--- src/hdl/iepl_pkg.sv ---
package iepl_pkg;
  // byte addresses (index * 4): printed offsets 06h..0ah are not all multiples of four
  localparam logic [7:0] IEPL_IDX_REQ_LOW  = 8'h06;
  localparam logic [7:0] IEPL_IDX_REQ_HIGH = 8'h07;
  localparam logic [7:0] IEPL_IDX_EN_LOW   = 8'h08;
  localparam logic [7:0] IEPL_IDX_EN_HIGH  = 8'h09;
  localparam logic [7:0] IEPL_IDX_ERR      = 8'h0a;
  localparam logic [9:0] IEPL_ADDR_REQ_LOW  = {IEPL_IDX_REQ_LOW, 2'b00};
  localparam logic [9:0] IEPL_ADDR_REQ_HIGH = {IEPL_IDX_REQ_HIGH, 2'b00};
  localparam logic [9:0] IEPL_ADDR_EN_LOW   = {IEPL_IDX_EN_LOW, 2'b00};
  localparam logic [9:0] IEPL_ADDR_EN_HIGH  = {IEPL_IDX_EN_HIGH, 2'b00};
  localparam logic [9:0] IEPL_ADDR_ERR      = {IEPL_IDX_ERR, 2'b00};
  // field positions
  localparam int IEPL_BIT_SETMODE   = 7;
  localparam int IEPL_BIT_INVERT    = 7;
  localparam int IEPL_BIT_PUSH_PULL = 7;
  localparam int IEPL_BIT_PIN_EN    = 6;
  localparam int IEPL_BIT_COMBINED  = 6;
  localparam int IEPL_BIT_ERR_REQ   = 1;
  // error sources feeding the error request: write-busy, overflow, no-data, protocol, integrity
  localparam logic [7:0] IEPL_ERR_REQ_MASK = 8'h6b;
  // reset values
  localparam logic [7:0] IEPL_RST_EN   = 8'h00;
  localparam logic [6:0] IEPL_RST_REQ  = 7'h00;
endpackage

--- src/hdl/iepl_irq_block.sv ---
`timescale 1ns/1ps
// Contract
// - first enable register at index 08h.
// - second enable register at index 09h.
// - enable-low bit 7 inverts the pin level.
// - enable-low bit 6 gates the high-alert request.
// - enable-low bit 5 gates the low-alert request.
// - enable-low bit 4 gates the command-done request.
// - enable-low bit 3 gates the transmit-done request.
// - enable-low bit 2 gates the receive-done request.
// - enable-low bit 1 gates the error request.
// - enable-low bit 0 gates the frame-start request.
// - enable-high bit 7 selects push-pull, else open-drain.
// - enable-high bit 6 passes the combined request to the pin.
// - enable-high bit 5 gates the card-detect request.
// - enable-high bits 4..0 gate timer 4..0 underflow requests.
// - both enable registers read back the last value written.
// - combined request is set when any enabled request is active.
// - error request rises when any listed error flag is set.
// - request writes: bit 7 picks set or clear, ones in 6..0 act (5..0 for the high register).
module iepl_irq_block
  import iepl_pkg::*;
(
  // clock and reset
  input  wire logic        clk,
  input  wire logic        rst_n,
  // apb slave
  input  wire logic        psel,
  input  wire logic        penable,
  input  wire logic        pwrite,
  input  wire logic [11:0] paddr,
  input  wire logic [31:0] pwdata,
  output logic      [31:0] prdata,
  output logic             pready,
  output logic             pslverr,
  // request event pulses from the sources and error flag levels (rising edges detected), same clock
  input  wire logic [6:0]  low_event,
  input  wire logic [5:0]  high_event,
  input  wire logic [7:0]  contactless_error_flags,
  // interrupt pin and combined request
  output logic             irq_pin_o,
  output logic             irq_pin_oe,
  output logic             combined_request
);
  logic [7:0]  en_low_q, en_high_q;
  logic [6:0]  req_low_q, req_low_d;
  logic [5:0]  req_high_q, req_high_d;
  logic [7:0]  err_prev_q;
  logic        comb_q, pin_o_q, pin_oe_q;
  logic [31:0] prdata_q;
  logic        pready_q, pslverr_q;

  wire        setup      = psel & ~penable;
  wire        wr_acc     = psel & penable & pwrite & pready_q;
  wire        addr_hi_ok = (paddr[11:10] == 2'b00);
  wire [9:0]  a          = paddr[9:0];
  wire        hit_rl     = addr_hi_ok && a == IEPL_ADDR_REQ_LOW;
  wire        hit_rh     = addr_hi_ok && a == IEPL_ADDR_REQ_HIGH;
  wire        hit_el     = addr_hi_ok && a == IEPL_ADDR_EN_LOW;
  wire        hit_eh     = addr_hi_ok && a == IEPL_ADDR_EN_HIGH;
  wire        hit_er     = addr_hi_ok && a == IEPL_ADDR_ERR;
  wire        mapped     = hit_rl | hit_rh | hit_el | hit_eh | hit_er;
  wire        set_mode   = pwdata[IEPL_BIT_SETMODE];
  wire [7:0]  err_rise   = contactless_error_flags & ~err_prev_q & IEPL_ERR_REQ_MASK;
  wire        err_event  = |err_rise;
  wire [6:0]  low_src    = {low_event[6:2], low_event[1] | err_event, low_event[0]};
  wire [6:0]  wr_rl      = (wr_acc && hit_rl) ? pwdata[6:0] : 7'h00;
  wire [5:0]  wr_rh      = (wr_acc && hit_rh) ? pwdata[5:0] : 6'h00;
  wire        en_any     = |(req_low_d & en_low_q[6:0]) | |(req_high_d & en_high_q[5:0]);
  wire        pin_level  = (comb_q & en_high_q[IEPL_BIT_PIN_EN]) ^ en_low_q[IEPL_BIT_INVERT];
  wire        pin_oe_d   = en_high_q[IEPL_BIT_PUSH_PULL] | ~pin_level;
  wire [7:0]  rd_sel     = hit_rl ? {1'b0, req_low_q} :
                           hit_rh ? {1'b0, comb_q, req_high_q} :
                           hit_el ? en_low_q :
                           hit_eh ? en_high_q :
                           hit_er ? contactless_error_flags : 8'h00;

  // set wins over clear: source events are ORed in after the clear
  always_comb begin
    req_low_d  = set_mode ? (req_low_q | wr_rl) : (req_low_q & ~wr_rl);
    req_low_d  = req_low_d | low_src;
    req_high_d = set_mode ? (req_high_q | wr_rh) : (req_high_q & ~wr_rh);
    req_high_d = req_high_d | high_event;
  end

  always_ff @(posedge clk or negedge rst_n) begin
    if (!rst_n) begin
      en_low_q  <= IEPL_RST_EN;
      en_high_q <= IEPL_RST_EN;
    end else if (wr_acc && hit_el) begin
      en_low_q  <= pwdata[7:0];
    end else if (wr_acc && hit_eh) begin
      en_high_q <= pwdata[7:0];
    end
  end

  always_ff @(posedge clk or negedge rst_n) begin
    if (!rst_n) begin
      req_low_q  <= IEPL_RST_REQ;
      req_high_q <= 6'h00;
      err_prev_q <= 8'h00;
    end else begin
      req_low_q  <= req_low_d;
      req_high_q <= req_high_d;
      err_prev_q <= contactless_error_flags;
    end
  end

  // combined request follows the enabled stored flags
  always_ff @(posedge clk or negedge rst_n) begin
    if (!rst_n) begin
      comb_q <= 1'b0;
    end else begin
      comb_q <= en_any;
    end
  end

  always_ff @(posedge clk or negedge rst_n) begin
    if (!rst_n) begin
      pin_o_q  <= 1'b0;
      pin_oe_q <= 1'b0;
    end else begin
      pin_o_q  <= pin_level;
      pin_oe_q <= pin_oe_d;
    end
  end

  // no wait state: ready rises in the first access cycle, read data latched with it
  always_ff @(posedge clk or negedge rst_n) begin
    if (!rst_n) begin
      pready_q  <= 1'b0;
      pslverr_q <= 1'b0;
      prdata_q  <= 32'h00000000;
    end else if (setup) begin
      pready_q  <= 1'b1;
      pslverr_q <= ~mapped;
      prdata_q  <= pwrite ? 32'h00000000 : {24'h000000, rd_sel};
    end else begin
      pready_q  <= 1'b0;
      pslverr_q <= 1'b0;
      prdata_q  <= 32'h00000000;
    end
  end

  assign prdata           = prdata_q;
  assign pready           = pready_q;
  assign pslverr          = pslverr_q;
  assign irq_pin_o        = pin_o_q;
  assign irq_pin_oe       = pin_oe_q;
  assign combined_request = comb_q;

  a_enable_readback: assert property (@(posedge clk) disable iff (!rst_n)
    (wr_acc && hit_el) |=> (en_low_q == $past(pwdata[7:0])))
    else $error("enable low readback wrong");

  a_enable_high_wr: assert property (@(posedge clk) disable iff (!rst_n)
    (wr_acc && hit_eh) |=> (en_high_q == $past(pwdata[7:0])))
    else $error("enable high write lost");

  a_combined_rise: assert property (@(posedge clk) disable iff (!rst_n)
    (|(req_low_q & en_low_q[6:0])) |-> ##[0:1] comb_q)
    else $error("combined request missing");

  a_combined_masked: assert property (@(posedge clk) disable iff (!rst_n)
    (en_low_q[6:0] == 7'h00 && en_high_q[5:0] == 6'h00) |=> !comb_q)
    else $error("combined without enabled source");

  a_timer_gate: assert property (@(posedge clk) disable iff (!rst_n)
    (|(req_high_d & en_high_q[5:0])) |=> comb_q)
    else $error("timer request not propagated");

  a_err_request: assert property (@(posedge clk) disable iff (!rst_n)
    err_event |=> req_low_q[IEPL_BIT_ERR_REQ])
    else $error("error request not raised");

  a_req_clear: assert property (@(posedge clk) disable iff (!rst_n)
    (wr_acc && hit_rl && !set_mode && pwdata[6] && !low_src[6]) |=> !req_low_q[6])
    else $error("clear write ignored");

  a_req_set: assert property (@(posedge clk) disable iff (!rst_n)
    (wr_acc && hit_rh && set_mode && pwdata[0]) |=> req_high_q[0])
    else $error("set write ignored");

  a_pin_level: assert property (@(posedge clk) disable iff (!rst_n)
    ##1 irq_pin_o == (($past(comb_q) & $past(en_high_q[IEPL_BIT_PIN_EN]))
                      ^ $past(en_low_q[IEPL_BIT_INVERT])))
    else $error("pin level wrong");

  a_open_drain: assert property (@(posedge clk) disable iff (!rst_n)
    (irq_pin_oe && !$past(en_high_q[IEPL_BIT_PUSH_PULL])) |-> !irq_pin_o)
    else $error("open drain drove high");

  // per-source gating: a stored, enabled flag with no bus write must raise the combined request
  a_high_alert_gate: assert property (@(posedge clk) disable iff (!rst_n)
    (req_low_q[6] && en_low_q[6] && !wr_acc) |=> comb_q)
    else $error("high alert not propagated");

  a_low_alert_gate: assert property (@(posedge clk) disable iff (!rst_n)
    (req_low_q[5] && en_low_q[5] && !wr_acc) |=> comb_q)
    else $error("low alert not propagated");

  a_cmd_done_gate: assert property (@(posedge clk) disable iff (!rst_n)
    (req_low_q[4] && en_low_q[4] && !wr_acc) |=> comb_q)
    else $error("command done not propagated");

  a_tx_done_gate: assert property (@(posedge clk) disable iff (!rst_n)
    (req_low_q[3] && en_low_q[3] && !wr_acc) |=> comb_q)
    else $error("transmit done not propagated");

  a_rx_done_gate: assert property (@(posedge clk) disable iff (!rst_n)
    (req_low_q[2] && en_low_q[2] && !wr_acc) |=> comb_q)
    else $error("receive done not propagated");

  a_error_gate: assert property (@(posedge clk) disable iff (!rst_n)
    (req_low_q[1] && en_low_q[1] && !wr_acc) |=> comb_q)
    else $error("error request not propagated");

  a_frame_start_gate: assert property (@(posedge clk) disable iff (!rst_n)
    (req_low_q[0] && en_low_q[0] && !wr_acc) |=> comb_q)
    else $error("frame start not propagated");

  a_card_detect_gate: assert property (@(posedge clk) disable iff (!rst_n)
    (req_high_q[5] && en_high_q[5] && !wr_acc) |=> comb_q)
    else $error("card detect not propagated");

  a_timer_stored_gate: assert property (@(posedge clk) disable iff (!rst_n)
    ((|(req_high_q[4:0] & en_high_q[4:0])) && !wr_acc) |=> comb_q)
    else $error("stored timer request not propagated");

  a_combined_idle: assert property (@(posedge clk) disable iff (!rst_n)
    (req_low_q == 7'h00 && req_high_q == 6'h00 && low_event == 7'h00
     && high_event == 6'h00 && !err_event && !wr_acc) |=> !comb_q)
    else $error("combined request without source");

  // pin behaviour
  a_invert_idle: assert property (@(posedge clk) disable iff (!rst_n)
    (en_low_q[IEPL_BIT_INVERT] && !en_high_q[IEPL_BIT_PIN_EN]) |=> irq_pin_o)
    else $error("inverted idle level wrong");

  a_pin_disabled: assert property (@(posedge clk) disable iff (!rst_n)
    (!en_low_q[IEPL_BIT_INVERT] && !en_high_q[IEPL_BIT_PIN_EN]) |=> !irq_pin_o)
    else $error("disabled pin went active");

  a_push_pull_oe: assert property (@(posedge clk) disable iff (!rst_n)
    en_high_q[IEPL_BIT_PUSH_PULL] |=> irq_pin_oe)
    else $error("push pull pin not driven");

  a_open_drain_off: assert property (@(posedge clk) disable iff (!rst_n)
    (!en_high_q[IEPL_BIT_PUSH_PULL] && pin_level) |=> !irq_pin_oe)
    else $error("open drain drove high level");

  // register storage
  a_en_low_hold: assert property (@(posedge clk) disable iff (!rst_n)
    !(wr_acc && hit_el) |=> $stable(en_low_q))
    else $error("enable low changed without write");

  a_en_high_hold: assert property (@(posedge clk) disable iff (!rst_n)
    !(wr_acc && hit_eh) |=> $stable(en_high_q))
    else $error("enable high changed without write");

  a_en_low_read: assert property (@(posedge clk) disable iff (!rst_n)
    (setup && !pwrite && hit_el) |=> (prdata[7:0] == $past(en_low_q)))
    else $error("enable low read wrong");

  a_en_high_read: assert property (@(posedge clk) disable iff (!rst_n)
    (setup && !pwrite && hit_eh) |=> (prdata[7:0] == $past(en_high_q)))
    else $error("enable high read wrong");

  // request flag storage, set wins over a same-cycle clear
  a_low_event_kept: assert property (@(posedge clk) disable iff (!rst_n)
    low_event[6] |=> req_low_q[6])
    else $error("low event lost");

  a_high_event_kept: assert property (@(posedge clk) disable iff (!rst_n)
    high_event[0] |=> req_high_q[0])
    else $error("high event lost");

  a_req_set_low: assert property (@(posedge clk) disable iff (!rst_n)
    (wr_acc && hit_rl && set_mode && pwdata[6]) |=> req_low_q[6])
    else $error("low set write ignored");

  a_req_clear_high: assert property (@(posedge clk) disable iff (!rst_n)
    (wr_acc && hit_rh && !set_mode && pwdata[0] && !high_event[0]) |=> !req_high_q[0])
    else $error("high clear write ignored");

  // bus answer
  a_ready_after_setup: assert property (@(posedge clk) disable iff (!rst_n)
    setup |=> pready)
    else $error("ready missing after setup");

  a_ready_one_cycle: assert property (@(posedge clk) disable iff (!rst_n)
    pready |=> !pready)
    else $error("ready held too long");

  a_slverr_unmapped: assert property (@(posedge clk) disable iff (!rst_n)
    (setup && !mapped) |=> pslverr)
    else $error("unmapped access not flagged");

  a_slverr_mapped: assert property (@(posedge clk) disable iff (!rst_n)
    (setup && mapped) |=> !pslverr)
    else $error("mapped access flagged");

  a_rdata_idle: assert property (@(posedge clk) disable iff (!rst_n)
    !pready |-> (prdata == 32'h00000000))
    else $error("read data outside access");

  a_rdata_write: assert property (@(posedge clk) disable iff (!rst_n)
    (setup && pwrite) |=> (prdata == 32'h00000000))
    else $error("read data on write");
endmodule

--- config.mk ---
export PLATFORM = sky130hd
export DESIGN_NAME = iepl_irq_block
export DESIGN_NICKNAME = d
export VERILOG_FILES = /design/src/hdl/iepl_pkg.sv /design/src/hdl/iepl_irq_block.sv
export SDC_FILE = /design/constraint.sdc
export NUM_CORES = 1
export LEC_CHECK = 0
export BUFFER_PORTS_ARGS = -buffer_cell sky130_fd_sc_hd__clkbuf_2
export CAP_MARGIN = 20
export CORE_AREA = 4 4 71 139
export CTS_CLUSTER_DIAMETER = 120
export DETAILED_ROUTE_END_ITERATION = 8
export DIE_AREA = 0 0 75 143
export GPL_TIMING_DRIVEN = 0
export PLACE_DENSITY = 0.5
export SLEW_MARGIN = 20
export SYNTH_ARGS = -nofsm -noshare
export SYNTH_HDL_FRONTEND = slang
export SYNTH_SLANG_ARGS = --single-unit
--- constraint.sdc ---
create_clock -name clk -period 4.49 [get_ports clk]
set_clock_uncertainty 0.15 [all_clocks]
set_input_delay 0.449 -clock clk [delete_from_list [all_inputs] [get_ports clk]]
set_output_delay 0.449 -clock clk [all_outputs]
set_load 0.01 [all_outputs]
## Yosys cells after proc, flatten, opt, wreduce, memory -nomap -nowiden

Cells that the tools add are included.
Widths: inputs -> output; s select.

- Bits in registers: 73
- Bits of input ports: 70
- Output and inout port bits: 37
- Logic and storage cells: 72

- Equality and inequality tests: 5
- Muxes and demuxes: 13
- Bitwise logic cells: 29
- Reductions and logical operators: 14

Operator list:

| kind | count |
|---|---|
| $mux 8 | 6 |
| $mux 32 | 1 |
| $eq 10x6->1 const B | 3 |
| $and 7x7->7 | 3 |
| $eq 10x5->1 const B | 2 |
| $mux 7 | 2 |
| $not 7->7 | 2 |
| $or 7x7->7 | 2 |
| $and 6x6->6 | 2 |
| $mux 6 | 2 |
| $or 6x6->6 | 2 |
| $logic_and 1x1->1 | 9 |
| $or 1x1->1 | 7 |
| $reduce_or 7->1 | 1 |
| $not 6->6 | 1 |
| $reduce_or 6->1 | 1 |
| $and 1x1->1 | 5 |
| $reduce_or 5->1 | 1 |
| $not 1->1 | 4 |
| $logic_not 2->1 | 1 |
| $mux 1 | 2 |
| $reduce_and 2->1 | 1 |
| $xor 1x1->1 | 1 |

## Longest topological paths before layout

Gate-level depths: netlist of run 1.

- Word-level depth: 12
- Mapped depth: 8
- Depth with buffers taken out: 6

## Worst setup path before layout of run 1

Ideal clock, no wire load.

- Kind: input -> register
- Start point: in paddr[7]
- End point: reg comb_q (netlist: combined_request)
- Data arrival time: 2.328 ns
- Required time: 4.205 ns
- Slack: 1.877 ns
- Stages on the path: 7
- Buffers on the path: 1
- Cells stage by stage: or4_1 -> buf_4 -> nor4_4 -> a21boi_1 -> a311o_1 -> a22oi_1 -> nand4_1

- Longest elaborated chain between the ends: 11
- Elaborated cells on any way between the ends: 23
- Classes of those cells: eq/ne: 2; mux: 4; bitwise: 11; reduce/logical: 6

RTL lines:

| element | line | text |
|---|---|---|
| start, declared | iepl_irq_block.sv:31 | `input wire logic [11:0] paddr,` |
| $eq 10x5->1 (*) | iepl_irq_block.sv:57 | `wire hit_rl = addr_hi_ok && a == IEPL_ADDR_REQ_LOW;` |
| $logic_and 1x1->1 (*) | iepl_irq_block.sv:57 |  |
| $logic_and 1x1->1 (*) | iepl_irq_block.sv:67 | `wire [6:0] wr_rl = (wr_acc && hit_rl) ? pwdata[6:0] : 7'h00;` |
| $mux 7 (*) | iepl_irq_block.sv:67 |  |
| $not 7->7 | iepl_irq_block.sv:80 | `req_low_d = set_mode ? (req_low_q \| wr_rl) : (req_low_q & ~wr_rl);` |
| $and 7x7->7 | iepl_irq_block.sv:80 |  |
| $mux 7 (*) | iepl_irq_block.sv:80 |  |
| $or 7x7->7 (*) | iepl_irq_block.sv:81 | `req_low_d = req_low_d \| low_src;` |
| named net req_low_d[5] | iepl_irq_block.sv:46 | `logic [6:0] req_low_q, req_low_d;` |
| $and 7x7->7 (*) | iepl_irq_block.sv:69 | `wire en_any = \|(req_low_d & en_low_q[6:0]) \| \|(req_high_d & en_high_q[5:0]);` |
| $reduce_or 7->1 (*) | iepl_irq_block.sv:69 |  |
| $or 1x1->1 (*) | iepl_irq_block.sv:69 |  |
| named net en_any | iepl_irq_block.sv:69 |  |
| end signal, assigned | iepl_irq_block.sv:114 | `comb_q <= en_any;` |
| end, declared | iepl_irq_block.sv:49 | `logic comb_q, pin_o_q, pin_oe_q;` |

The timed path passes the listed nets; every way through them passes the cells marked *.
A chain may end at the register's enable or synchronous reset.

## Final worst setup path of run 1

- Start point: in paddr[7]
- End point: reg comb_q (netlist: combined_request)

- Longest elaborated chain between the ends: 11
- Elaborated cells on any way between the ends: 23
- Classes of those cells: eq/ne: 2; mux: 4; bitwise: 11; reduce/logical: 6

RTL lines:

| element | line |
|---|---|
| $eq 10x5->1, on equally long branches | iepl_irq_block.sv:57, iepl_irq_block.sv:58 |
| $logic_and 1x1->1, on equally long branches | iepl_irq_block.sv:57, iepl_irq_block.sv:58 |
| $logic_and 1x1->1, on equally long branches | iepl_irq_block.sv:67, iepl_irq_block.sv:68 |
| $mux 7 / $mux 6 (equally long branches) | iepl_irq_block.sv:67, iepl_irq_block.sv:68 |
| $not 7->7 / $not 6->6 (equally long branches) | iepl_irq_block.sv:80, iepl_irq_block.sv:82 |
| $and 7x7->7 / $and 6x6->6 (equally long branches) | iepl_irq_block.sv:80, iepl_irq_block.sv:82 |
| $mux 7 / $mux 6 (equally long branches) | iepl_irq_block.sv:80, iepl_irq_block.sv:82 |
| $or 7x7->7 / $or 6x6->6 (equally long branches) | iepl_irq_block.sv:81, iepl_irq_block.sv:83 |
| $and 7x7->7 / $and 6x6->6 (equally long branches) | iepl_irq_block.sv:69 |
| $reduce_or 7->1 / $reduce_or 6->1 (equally long branches) | iepl_irq_block.sv:69 |
| $or 1x1->1 (*) | iepl_irq_block.sv:69 |
| named net en_any | iepl_irq_block.sv:69 |

Marks and branches as above.

==> results of run 1 <==
## flip-flops by register name, indices dropped and copies added, names as in the netlist
name              count
combined_request      1
en_high_q             8
en_low_q              8
err_prev_q            5
irq_pin_o             1
irq_pin_oe            1
prdata                8
pready                1
pslverr               1
req_high_q            6
req_low_q             7
## metal layers
| layer | track usage [%] | up-vias | share of wire, % |
|---|---|---|---|
| li1 | - | 1061 | - |
| met1 | 15.23 | 1027 | 35 |
| met2 | 26.03 | 71 | 56 |
| met3 | 2.960 | 14 | 5.8 |
| met4 | 6.473 | 0 | 3.0 |
| met5 | 0 | - | 0 |
## layout make-up
cell class                 count  area [um2]
fill                         920        5665
multi-input combinational    185        1232
sequential                    47        1176
timing repair buffer          57       287.8
buffer                        35       232.7
tap                          102       127.6
clock buffer                   5       125.1
inverter                       6       22.52
clock inverter                 3       20.02
## power by group through the flow
stage / clock, mW / sequential [mW] / combinational (mW)
2_1_floorplan: 0 / 0.436 / 0.0434
3_3_place_gp: 0 / 0.436 / 0.0891
3_5_place_dp: 0 / 0.436 / 0.0898
4_1_cts: 0.378 / 0.428 / 0.0900
5_1_grt: 0.396 / 0.428 / 0.0995
6_report: 0.367 / 0.428 / 0.0891
## worst register-to-register path, stage by stage (launching register included)
cell,delay (ps)
dfrtp_1,370
nand4_1,300
nor4_4,720
buf_4,300
a211oi_1,100
a31oi_1,260
o2111a_1,230
nand4_1,150
## Yosys cell counts (3+ instances only)
master    instances
a31oi_1           8
inv_1             6
a211oi_1          5
nand2b_1          6
a22oi_1           4
a21boi_1          4
nor4_2            3
a311o_1           7
o31ai_1           3
nand2_1          18
mux2_1           15
a221oi_1          7
clkbuf_1          6
a21oi_1           7
or3_1             3
buf_4            26
nand3_1           7
nor3b_1           4
o21ai_0          13
a21boi_0          4
dfrtp_1          47
buf_2             3
o41a_1            3
nor2_1           16
## metrics by stage
step                      hold WS (ps)  power [mW]  setup WS [ps]  cells
after floorplan                  3.409      0.4798           1877    273
after global placement           329.5      0.5249           1198    432
after detailed placement         345.7      0.5256           1224    432
after CTS                        86.17      0.8955           1515    440
after global routing             100.5      0.9233           1420    440
final                            50.28      0.8838           1537    440
## placed cells by master (no fill, tap or decap), types with 4 or more instances in the layout
cell type,n
a31oi_1,8
a21oi_1,7
nor2_1,16
mux2_1,15
nand2_1,18
clkbuf_16,5
nor3b_1,4
conb_1,24
nand2b_1,6
o21ai_0,13
buf_4,26
clkbuf_2,56
a21boi_0,4
inv_1,6
a21boi_1,4
dfrtp_1,47
a211oi_1,5
nand3_1,7
a311o_1,7
a221oi_1,7
clkbuf_1,6
a22oi_1,4
## cell families (layout without fill, tap and decap cells)
| group | after synthesis | in the layout | synth area share [%] |
|---|---|---|---|
| simple gates | 71 | 71 | 16.17 |
| buf+inv | 41 | 106 | 9.903 |
| flops | 47 | 47 | 45.63 |
| other cells | 1 | 24 | 0.1455 |
| mux | 18 | 18 | 7.767 |
| compound gates | 71 | 71 | 20.05 |
| xor+xnor | 1 | 1 | 0.3399 |
## worst paths after layout
path                       slack, ps                       start  cells past startpoint                to
setup / recovery                1540                    paddr[7]                      9  combined_request
hold / removal                    50                       rst_n                      1         prdata[5]
setup reg to reg                1770                      pready                      7  combined_request
hold reg to reg                  350                en_high_q[7]                      1        irq_pin_oe
max in group asynchronous       3700                       rst_n                      1       en_low_q[7]
min in group clk                 150  contactless_error_flags[3]                      1     err_prev_q[3]
==> flow_metrics.env, run 1 <==
export IMPL_run_status="completed"
export IMPL_grt_setup_unrepaired="no"
export IMPL_grt_pass1_wl_um=11500
export IMPL_clk_pin_slew_ps=70
export IMPL_combPwrFrac_pct=10.1
export IMPL_drv_cap=0
export IMPL_clk_latency_ps=290
export IMPL_cts_tree="built"
export IMPL_cts_sinks=47
export IMPL_max_freq_mhz=338.6
export IMPL_wirelength_um=7352
export IMPL_finalCritPeriodShare_pct=65.77
export IMPL_cp_start_kind="primary input"
export IMPL_cp_max_fo=10
export IMPL_htreeDepth=2
export IMPL_worstPathRequired_ps=4480
export IMPL_io_pins=107
export IMPL_layout_drive_gt1_share_pct=29.88
export IMPL_die_area_um2=10730
export IMPL_drc=0
export IMPL_post_cts_buffers=0
export IMPL_cts_hold_buffers_added=0
export IMPL_synth_edf_count=0
export IMPL_cp_slowest_cell="nor4_4"
export IMPL_crit_type="in2reg"
export IMPL_syn_area_per_cell_um2=10.31
export IMPL_avgViaCountPerCell=4.939
export IMPL_cts_root_buf="clkbuf_16"
export IMPL_core_um2=8890
export IMPL_start_util_pct=28.99
export IMPL_dpl_hpwl_um=5755
export IMPL_post_route_cell_area_um2=3224
export IMPL_power_switching_uw=215.4
export IMPL_grt_start_max_net_pins=48
export IMPL_vias=2173
export IMPL_ys_ff_latch=47
export IMPL_overflow=0
export IMPL_antenna_left=0
export IMPL_drt_pass1_iter_count=4
export IMPL_setup_viol=0
export IMPL_portBuffers=57
export IMPL_syn_to_final_growth_pct=25.10
export IMPL_relSlewSlack_pct=31.11
export IMPL_numCtsBuffers=5
export IMPL_cts_resized=0
export IMPL_grt_antenna_before_repair=0
export IMPL_grt_usage_pct=14.35
export IMPL_worst_path_buf_inv=3
export IMPL_worst_slew_pin_slew_ps=1025
export IMPL_die_h_um=143
export IMPL_power_leakage_nw=1.444
export IMPL_die_width_um=75
export IMPL_critPathTopFamily="simple AND/OR/NAND/NOR gates"
export IMPL_synth_distinct_cells=43
export IMPL_min_delay_path_class="in2async"
export IMPL_finish_utilization_pct=36.27
export IMPL_netlist_area_leader_share_pct=45.63
export IMPL_postSynthCellCount=250
export IMPL_syn_area_um2=2577
export IMPL_ys_warn_count=0
export IMPL_cp_common_cell="buf_4"
export IMPL_synth_async_reset_ratio_pct=100.0
export IMPL_cts_path_max_buffers=2
export IMPL_power_frac_seq_pct=48.4
export IMPL_p_sw_share_pct=24.37
export IMPL_intPower_uw=668.4
export IMPL_netlist_top_cells_area="dfrtp_1, buf_4, mux2_1, a311o_1, nand2_1"
export IMPL_routedWlPerCell_um=16.71
export IMPL_power_share_clock_pct=41.5
export IMPL_grt_pass1_vias=2158
export IMPL_arrival_ps=2940
export IMPL_hold_violations=0
export IMPL_tns_ps=0
export IMPL_cp_end_kind="flip-flop"
export IMPL_num_rows=49
export IMPL_critical_path_max_stage_delay_ps=680
export IMPL_peakVddDrop_mv=0.1392
export IMPL_p_per_area_nw_per_um2=274.1
export IMPL_gp_congestion=0.7692
export IMPL_final_max_slew_viol_count=0
export IMPL_ys_seq_area_share_pct=45.63
export IMPL_period_minus_slack_ps=2953
export IMPL_antennaDiodeCount=0
export IMPL_placed_area_um2=3079
export IMPL_drtIter0Drc=120
export IMPL_path_cells="clkbuf_2 > or4_1 > buf_4 > nor4_4 > buf_4 > a211oi_1 > a31oi_1 > o2111a_1 > nand4_1"
export IMPL_synthFlopType="dfrtp_1"
export IMPL_synth_top_cell_by_area="dfrtp_1"
export IMPL_nets=407
(Power assumes the default switching activity.)
==> run 2: changes to the inputs <==
==> constraint.sdc (replaced) <==
create_clock -name clk -period 2.9 [get_ports clk]
set_clock_uncertainty 0.15 [all_clocks]
set_input_delay 0.29 -clock clk [delete_from_list [all_inputs] [get_ports clk]]
set_output_delay 0.29 -clock clk [all_outputs]
set_load 0.01 [all_outputs]
==> flow_metrics.env, run 2 (same netlist as run 1, synthesis figures left out) <==
export IMPL_die_area_um2=10730
export IMPL_nets=414
export IMPL_r2r_end="combined_request"
export IMPL_die_width_um=75
export IMPL_gp_congestion=0.7692
export IMPL_cp_max_fo=10
export IMPL_syn_to_final_growth_pct=27.52
export IMPL_run_status="completed"
export IMPL_r2r_cells=7
export IMPL_hold_violations=0
export IMPL_cts_resized=0
export IMPL_drt_pass1_iter_count=4
export IMPL_cp_common_cell="buf_2"
export IMPL_cp_endpoint="combined_request"
export IMPL_grt_antenna_before_repair=0
export IMPL_setup_viol=0
export IMPL_power_frac_seq_pct=48.2
export IMPL_p_per_area_nw_per_um2=417.9
export IMPL_grt_pass1_vias=2170
export IMPL_drv_cap=0
export IMPL_cts_path_max_buffers=2
export IMPL_drtIter0Drc=114
export IMPL_dpl_hpwl_um=5755
export IMPL_num_rows=49
export IMPL_worstPathRequired_ps=2890
export IMPL_r2r_slack_ps=190
export IMPL_final_max_slew_viol_count=0
export IMPL_clk_pin_slew_ps=60
export IMPL_cts_root_buf="clkbuf_16"
export IMPL_max_freq_mhz=361.1
export IMPL_grt_usage_pct=14.41
export IMPL_start_util_pct=28.99
export IMPL_antennaDiodeCount=0
export IMPL_power_share_clock_pct=41.4
export IMPL_crit_type="in2reg"
export IMPL_cp_start_kind="primary input"
export IMPL_cp_slowest_cell="nor4_2"
export IMPL_path_cells="clkbuf_2 > or4_1 > buf_2 > nor4_2 > buf_2 > a211oi_1 > a31oi_1 > o2111a_1 > nand4_1"
export IMPL_numCtsBuffers=5
export IMPL_cp_startpoint="paddr[11]"
export IMPL_drc=0
export IMPL_cts_sinks=47
export IMPL_portBuffers=57
export IMPL_relSlewSlack_pct=32.01
export IMPL_grt_start_max_net_pins=48
export IMPL_combPwrFrac_pct=10.4
export IMPL_p_sw_share_pct=24.41
export IMPL_clk_latency_ps=290
export IMPL_min_delay_path_class="in2reg"
export IMPL_period_minus_slack_ps=2769
export IMPL_antenna_left=0
export IMPL_intPower_mw=1.038
export IMPL_layout_drive_gt1_share_pct=30.14
export IMPL_vias=2198
export IMPL_r2r_start="pready"
export IMPL_final_common_cell="clkbuf_2"
export IMPL_routedWlPerCell_um=16.60
export IMPL_grt_setup_unrepaired="no"
export IMPL_overflow=0
export IMPL_power_leakage_nw=1.477
export IMPL_mostFrequentLayoutCells="clkbuf_2, dfrtp_1, buf_4"
export IMPL_hold_ws_ps=8.436
export IMPL_peakVddDrop_mv=0.2162
export IMPL_cts_tree="built"
export IMPL_arrival_ps=2760
export IMPL_critical_path_max_stage_delay_ps=660
export IMPL_avgViaCountPerCell=4.917
export IMPL_wirelength_um=7420
export IMPL_finish_utilization_pct=36.97
export IMPL_worst_slew_pin_slew_ps=1011
export IMPL_cp_end_kind="flip-flop"
export IMPL_io_pins=107
export IMPL_finalCritPeriodShare_pct=95.50
export IMPL_grt_pass1_wl_um=11540
export IMPL_power_switching_uw=335.3
export IMPL_die_h_um=143
export IMPL_tns_ps=0
export IMPL_htreeDepth=2
export IMPL_core_um2=8890
[run 2: changes by cell type in the layout (fill, tap and decap cells not counted), sizes merged]
cell,delta
dlygate4sd3,+4
buf,+3
[run 2: worst min path at each step]
stage	end	startpoint	cells after the start	slack, ps
final	err_prev_q[0]	contactless_error_flags[0]	1	8
after global routing	err_prev_q[0]	contactless_error_flags[0]	1	2
after CTS	err_prev_q[0]	contactless_error_flags[0]	1	2
after detailed placement	prdata[5]	rst_n	1	250
after global placement	err_prev_q[6]	contactless_error_flags[6]	1	290
after floorplan	combined_request	rst_n	0	-160
[run 2: repair_timing]
action | CTS | global route
endpoints found under the hold margin | 50 | 0
hold buffers | 4 | 0
buffers inserted | 0 | 3
setup endpoints to repair | 0 | 1
[run 2: final cells by class]
type	count	area (um2)
fillers	917	5603
multi-input cells	185	1232
flip-flops and latches	47	1176
repair buffers	64	350.3
plain buffers	35	232.7
well taps	102	127.6
clock buffers	5	125.1
inverters	6	22.52
clock inverters	3	20.02
[run 2: through the flow]
step / cells / cell area, um2 / worst slack, ps / power, mW
5_1_grt: 447 / 3287 / 71.22 / 1.434
4_1_cts: 444 / 3264 / 83.60 / 1.391
6_report: 447 / 3287 / 130.5 / 1.374
3_5_place_dp: 432 / 3079 / -206.5 / 0.8138
3_3_place_gp: 432 / 3077 / -232.8 / 0.8126
2_1_floorplan: 273 / 2664 / 446.4 / 0.7428
[run 2: critical path, delay by kind of cell]
family	cells	cell delay [ps]
buf+inv	3	660
compound gates	3	520
simple gates	3	1300
[run 2: metal layers]
metal,GRT usage (%),routed length (um)
met5,0,0
met4,6.473,178
met3,2.960,408
met2,26.17,4174
met1,15.28,2659
[run 2: power groups by stage]
stage               Sequential, mW  Clock, mW  Combinational, mW
global placement             0.675          0              0.138
global route                 0.662      0.613              0.159
finish                       0.663      0.569              0.143
floorplan                    0.676          0             0.0672
CTS                          0.662      0.585              0.144
detailed placement           0.675          0              0.139
==> run 3: changes to the inputs <==
--- a/config.mk
+++ b/config.mk
@@ -12,8 +12,8 @@
 export DETAILED_ROUTE_END_ITERATION = 8
 export DIE_AREA = 0 0 75 143
 export GPL_TIMING_DRIVEN = 0
+export HOLD_SLACK_MARGIN = 0.05
 export PLACE_DENSITY = 0.5
-export SLEW_MARGIN = 20
 export SYNTH_ARGS = -nofsm -noshare
 export SYNTH_HDL_FRONTEND = slang
 export SYNTH_SLANG_ARGS = --single-unit
==> flow_metrics.env, run 3 (same netlist as run 1, synthesis figures left out) <==
export IMPL_portBuffers=57
export IMPL_antennaDiodeCount=0
export IMPL_grt_start_max_net_pins=26
export IMPL_min_delay_path_class="in2reg"
export IMPL_finalCritPeriodShare_pct=96.01
export IMPL_final_max_slew_viol_count=0
export IMPL_hold_ws_ps=67.28
export IMPL_numCtsBuffers=5
export IMPL_grt_pass1_wl_um=11890
export IMPL_antenna_left=0
export IMPL_dpl_hpwl_um=5887
export IMPL_path_cells="clkbuf_2 > or4_1 > buf_4 > nor4_2 > buf_2 > a211oi_1 > a31oi_1 > o2111a_1 > nand4_1"
export IMPL_max_freq_mhz=359.2
export IMPL_tns_ps=0
export IMPL_grt_usage_pct=14.76
export IMPL_gp_congestion=0.7692
export IMPL_grt_pass1_vias=2254
export IMPL_die_area_um2=10730
export IMPL_die_width_um=75
export IMPL_avgViaCountPerCell=5.031
export IMPL_wirelength_um=7487
export IMPL_final_common_cell="clkbuf_2"
export IMPL_drtIter0Drc=120
export IMPL_layout_drive_gt1_share_pct=30.17
export IMPL_p_per_area_nw_per_um2=415.7
export IMPL_fin_ws_ps=115.8
export IMPL_finish_utilization_pct=37.48
export IMPL_start_util_pct=28.99
export IMPL_drc=0
export IMPL_drv_cap=0
export IMPL_die_h_um=143
export IMPL_clk_pin_slew_ps=70
export IMPL_post_route_cell_area_um2=3332
export IMPL_htreeDepth=2
export IMPL_drt_pass1_iter_count=4
export IMPL_cts_sinks=47
export IMPL_clk_latency_ps=290
export IMPL_cp_slowest_cell="nor4_2"
export IMPL_routedWlPerCell_um=16.64
export IMPL_vias=2264
export IMPL_mostFrequentLayoutCells="clkbuf_2, dfrtp_1, buf_4"
export IMPL_placed_area_um2=3104
export IMPL_p_total_mw=1.385
export IMPL_cts_tree="built"
export IMPL_setup_viol=0
export IMPL_cts_root_buf="clkbuf_16"
export IMPL_syn_to_final_growth_pct=29.27
export IMPL_worstPathRequired_ps=2890
export IMPL_arrival_ps=2780
export IMPL_run_status="completed"
export IMPL_overflow=0
export IMPL_period_minus_slack_ps=2784
export IMPL_final_cells=450
export IMPL_place_inst=433
export IMPL_critPathTopFamily="simple AND/OR/NAND/NOR gates"
export IMPL_core_um2=8890
export IMPL_io_pins=107
export IMPL_cts_resized=0
export IMPL_hold_violations=0
export IMPL_power_leakage_nw=1.497
export IMPL_cp_start_kind="primary input"
export IMPL_grt_setup_unrepaired="no"
export IMPL_cp_end_kind="flip-flop"
export IMPL_pre_cts_ws_ps=-220.6
export IMPL_cp_max_fo=10
export IMPL_worst_path_buf_inv=3
export IMPL_nets=417
export IMPL_relSlewSlack_pct=30.34
export IMPL_critical_path_max_stage_delay_ps=680
export IMPL_grt_antenna_before_repair=0
export IMPL_crit_type="in2reg"
export IMPL_peakVddDrop_mv=0.2085
export IMPL_worst_slew_pin_slew_ps=1036
export IMPL_num_rows=49
export IMPL_cts_path_max_buffers=2
-- run 3: cell types whose count changed in the layout (fill, tap and decap cells not counted), sizes merged --
cell | before | now
dlygate4sd3 | 4 | 6
buf | 32 | 33
-- run 3: final timing paths --
path                         startpoint          endpoint  slack, ps  cells past startpoint
setup / recovery               paddr[7]  combined_request        120                      9
hold / removal             low_event[2]      req_low_q[2]         70                      3
setup reg to reg                 pready  combined_request        180                      7
hold reg to reg            en_high_q[7]        irq_pin_oe        350                      1
max in group asynchronous         rst_n         prdata[7]       1610                      3
min in group asynchronous         rst_n         prdata[5]        430                      2
-- run 3: tightest hold or removal path, stage by stage --
cell      delay (ps)
clkbuf_2          70
a311oi_1          60
inv_1             50
-- run 3: what timing repair did --
action / CTS / global route
setup buffers: 0 / 3
endpoints found under the hold margin: 29 / 0
setup endpoints to repair: 0 / 1
hold buffers: 6 / 0
-- run 3: power by group --
part           internal [mW]  switching [mW]
clock                  0.318           0.256
combinational         0.0651          0.0841
sequential             0.661         0.00164
-- run 3: layer usage --
layer / up-vias / GRT usage, % / wire length (um)
met5: - / 0 / 0
met4: 0 / 7.411 / 241
met3: 15 / 2.326 / 472
met2: 80 / 26.77 / 4142
met1: 1086 / 15.79 / 2632
li1: 1083 / - / -
-- run 3: area by class of cell --
class	count	area, um2
well taps	102	127.6
repair buffers	67	395.4
plain buffers	35	232.7
clock inverters	3	20.02
flip-flops and latches	47	1176
inverters	6	22.52
clock buffers	5	125.1
fillers	910	5558
multi-input cells	185	1232
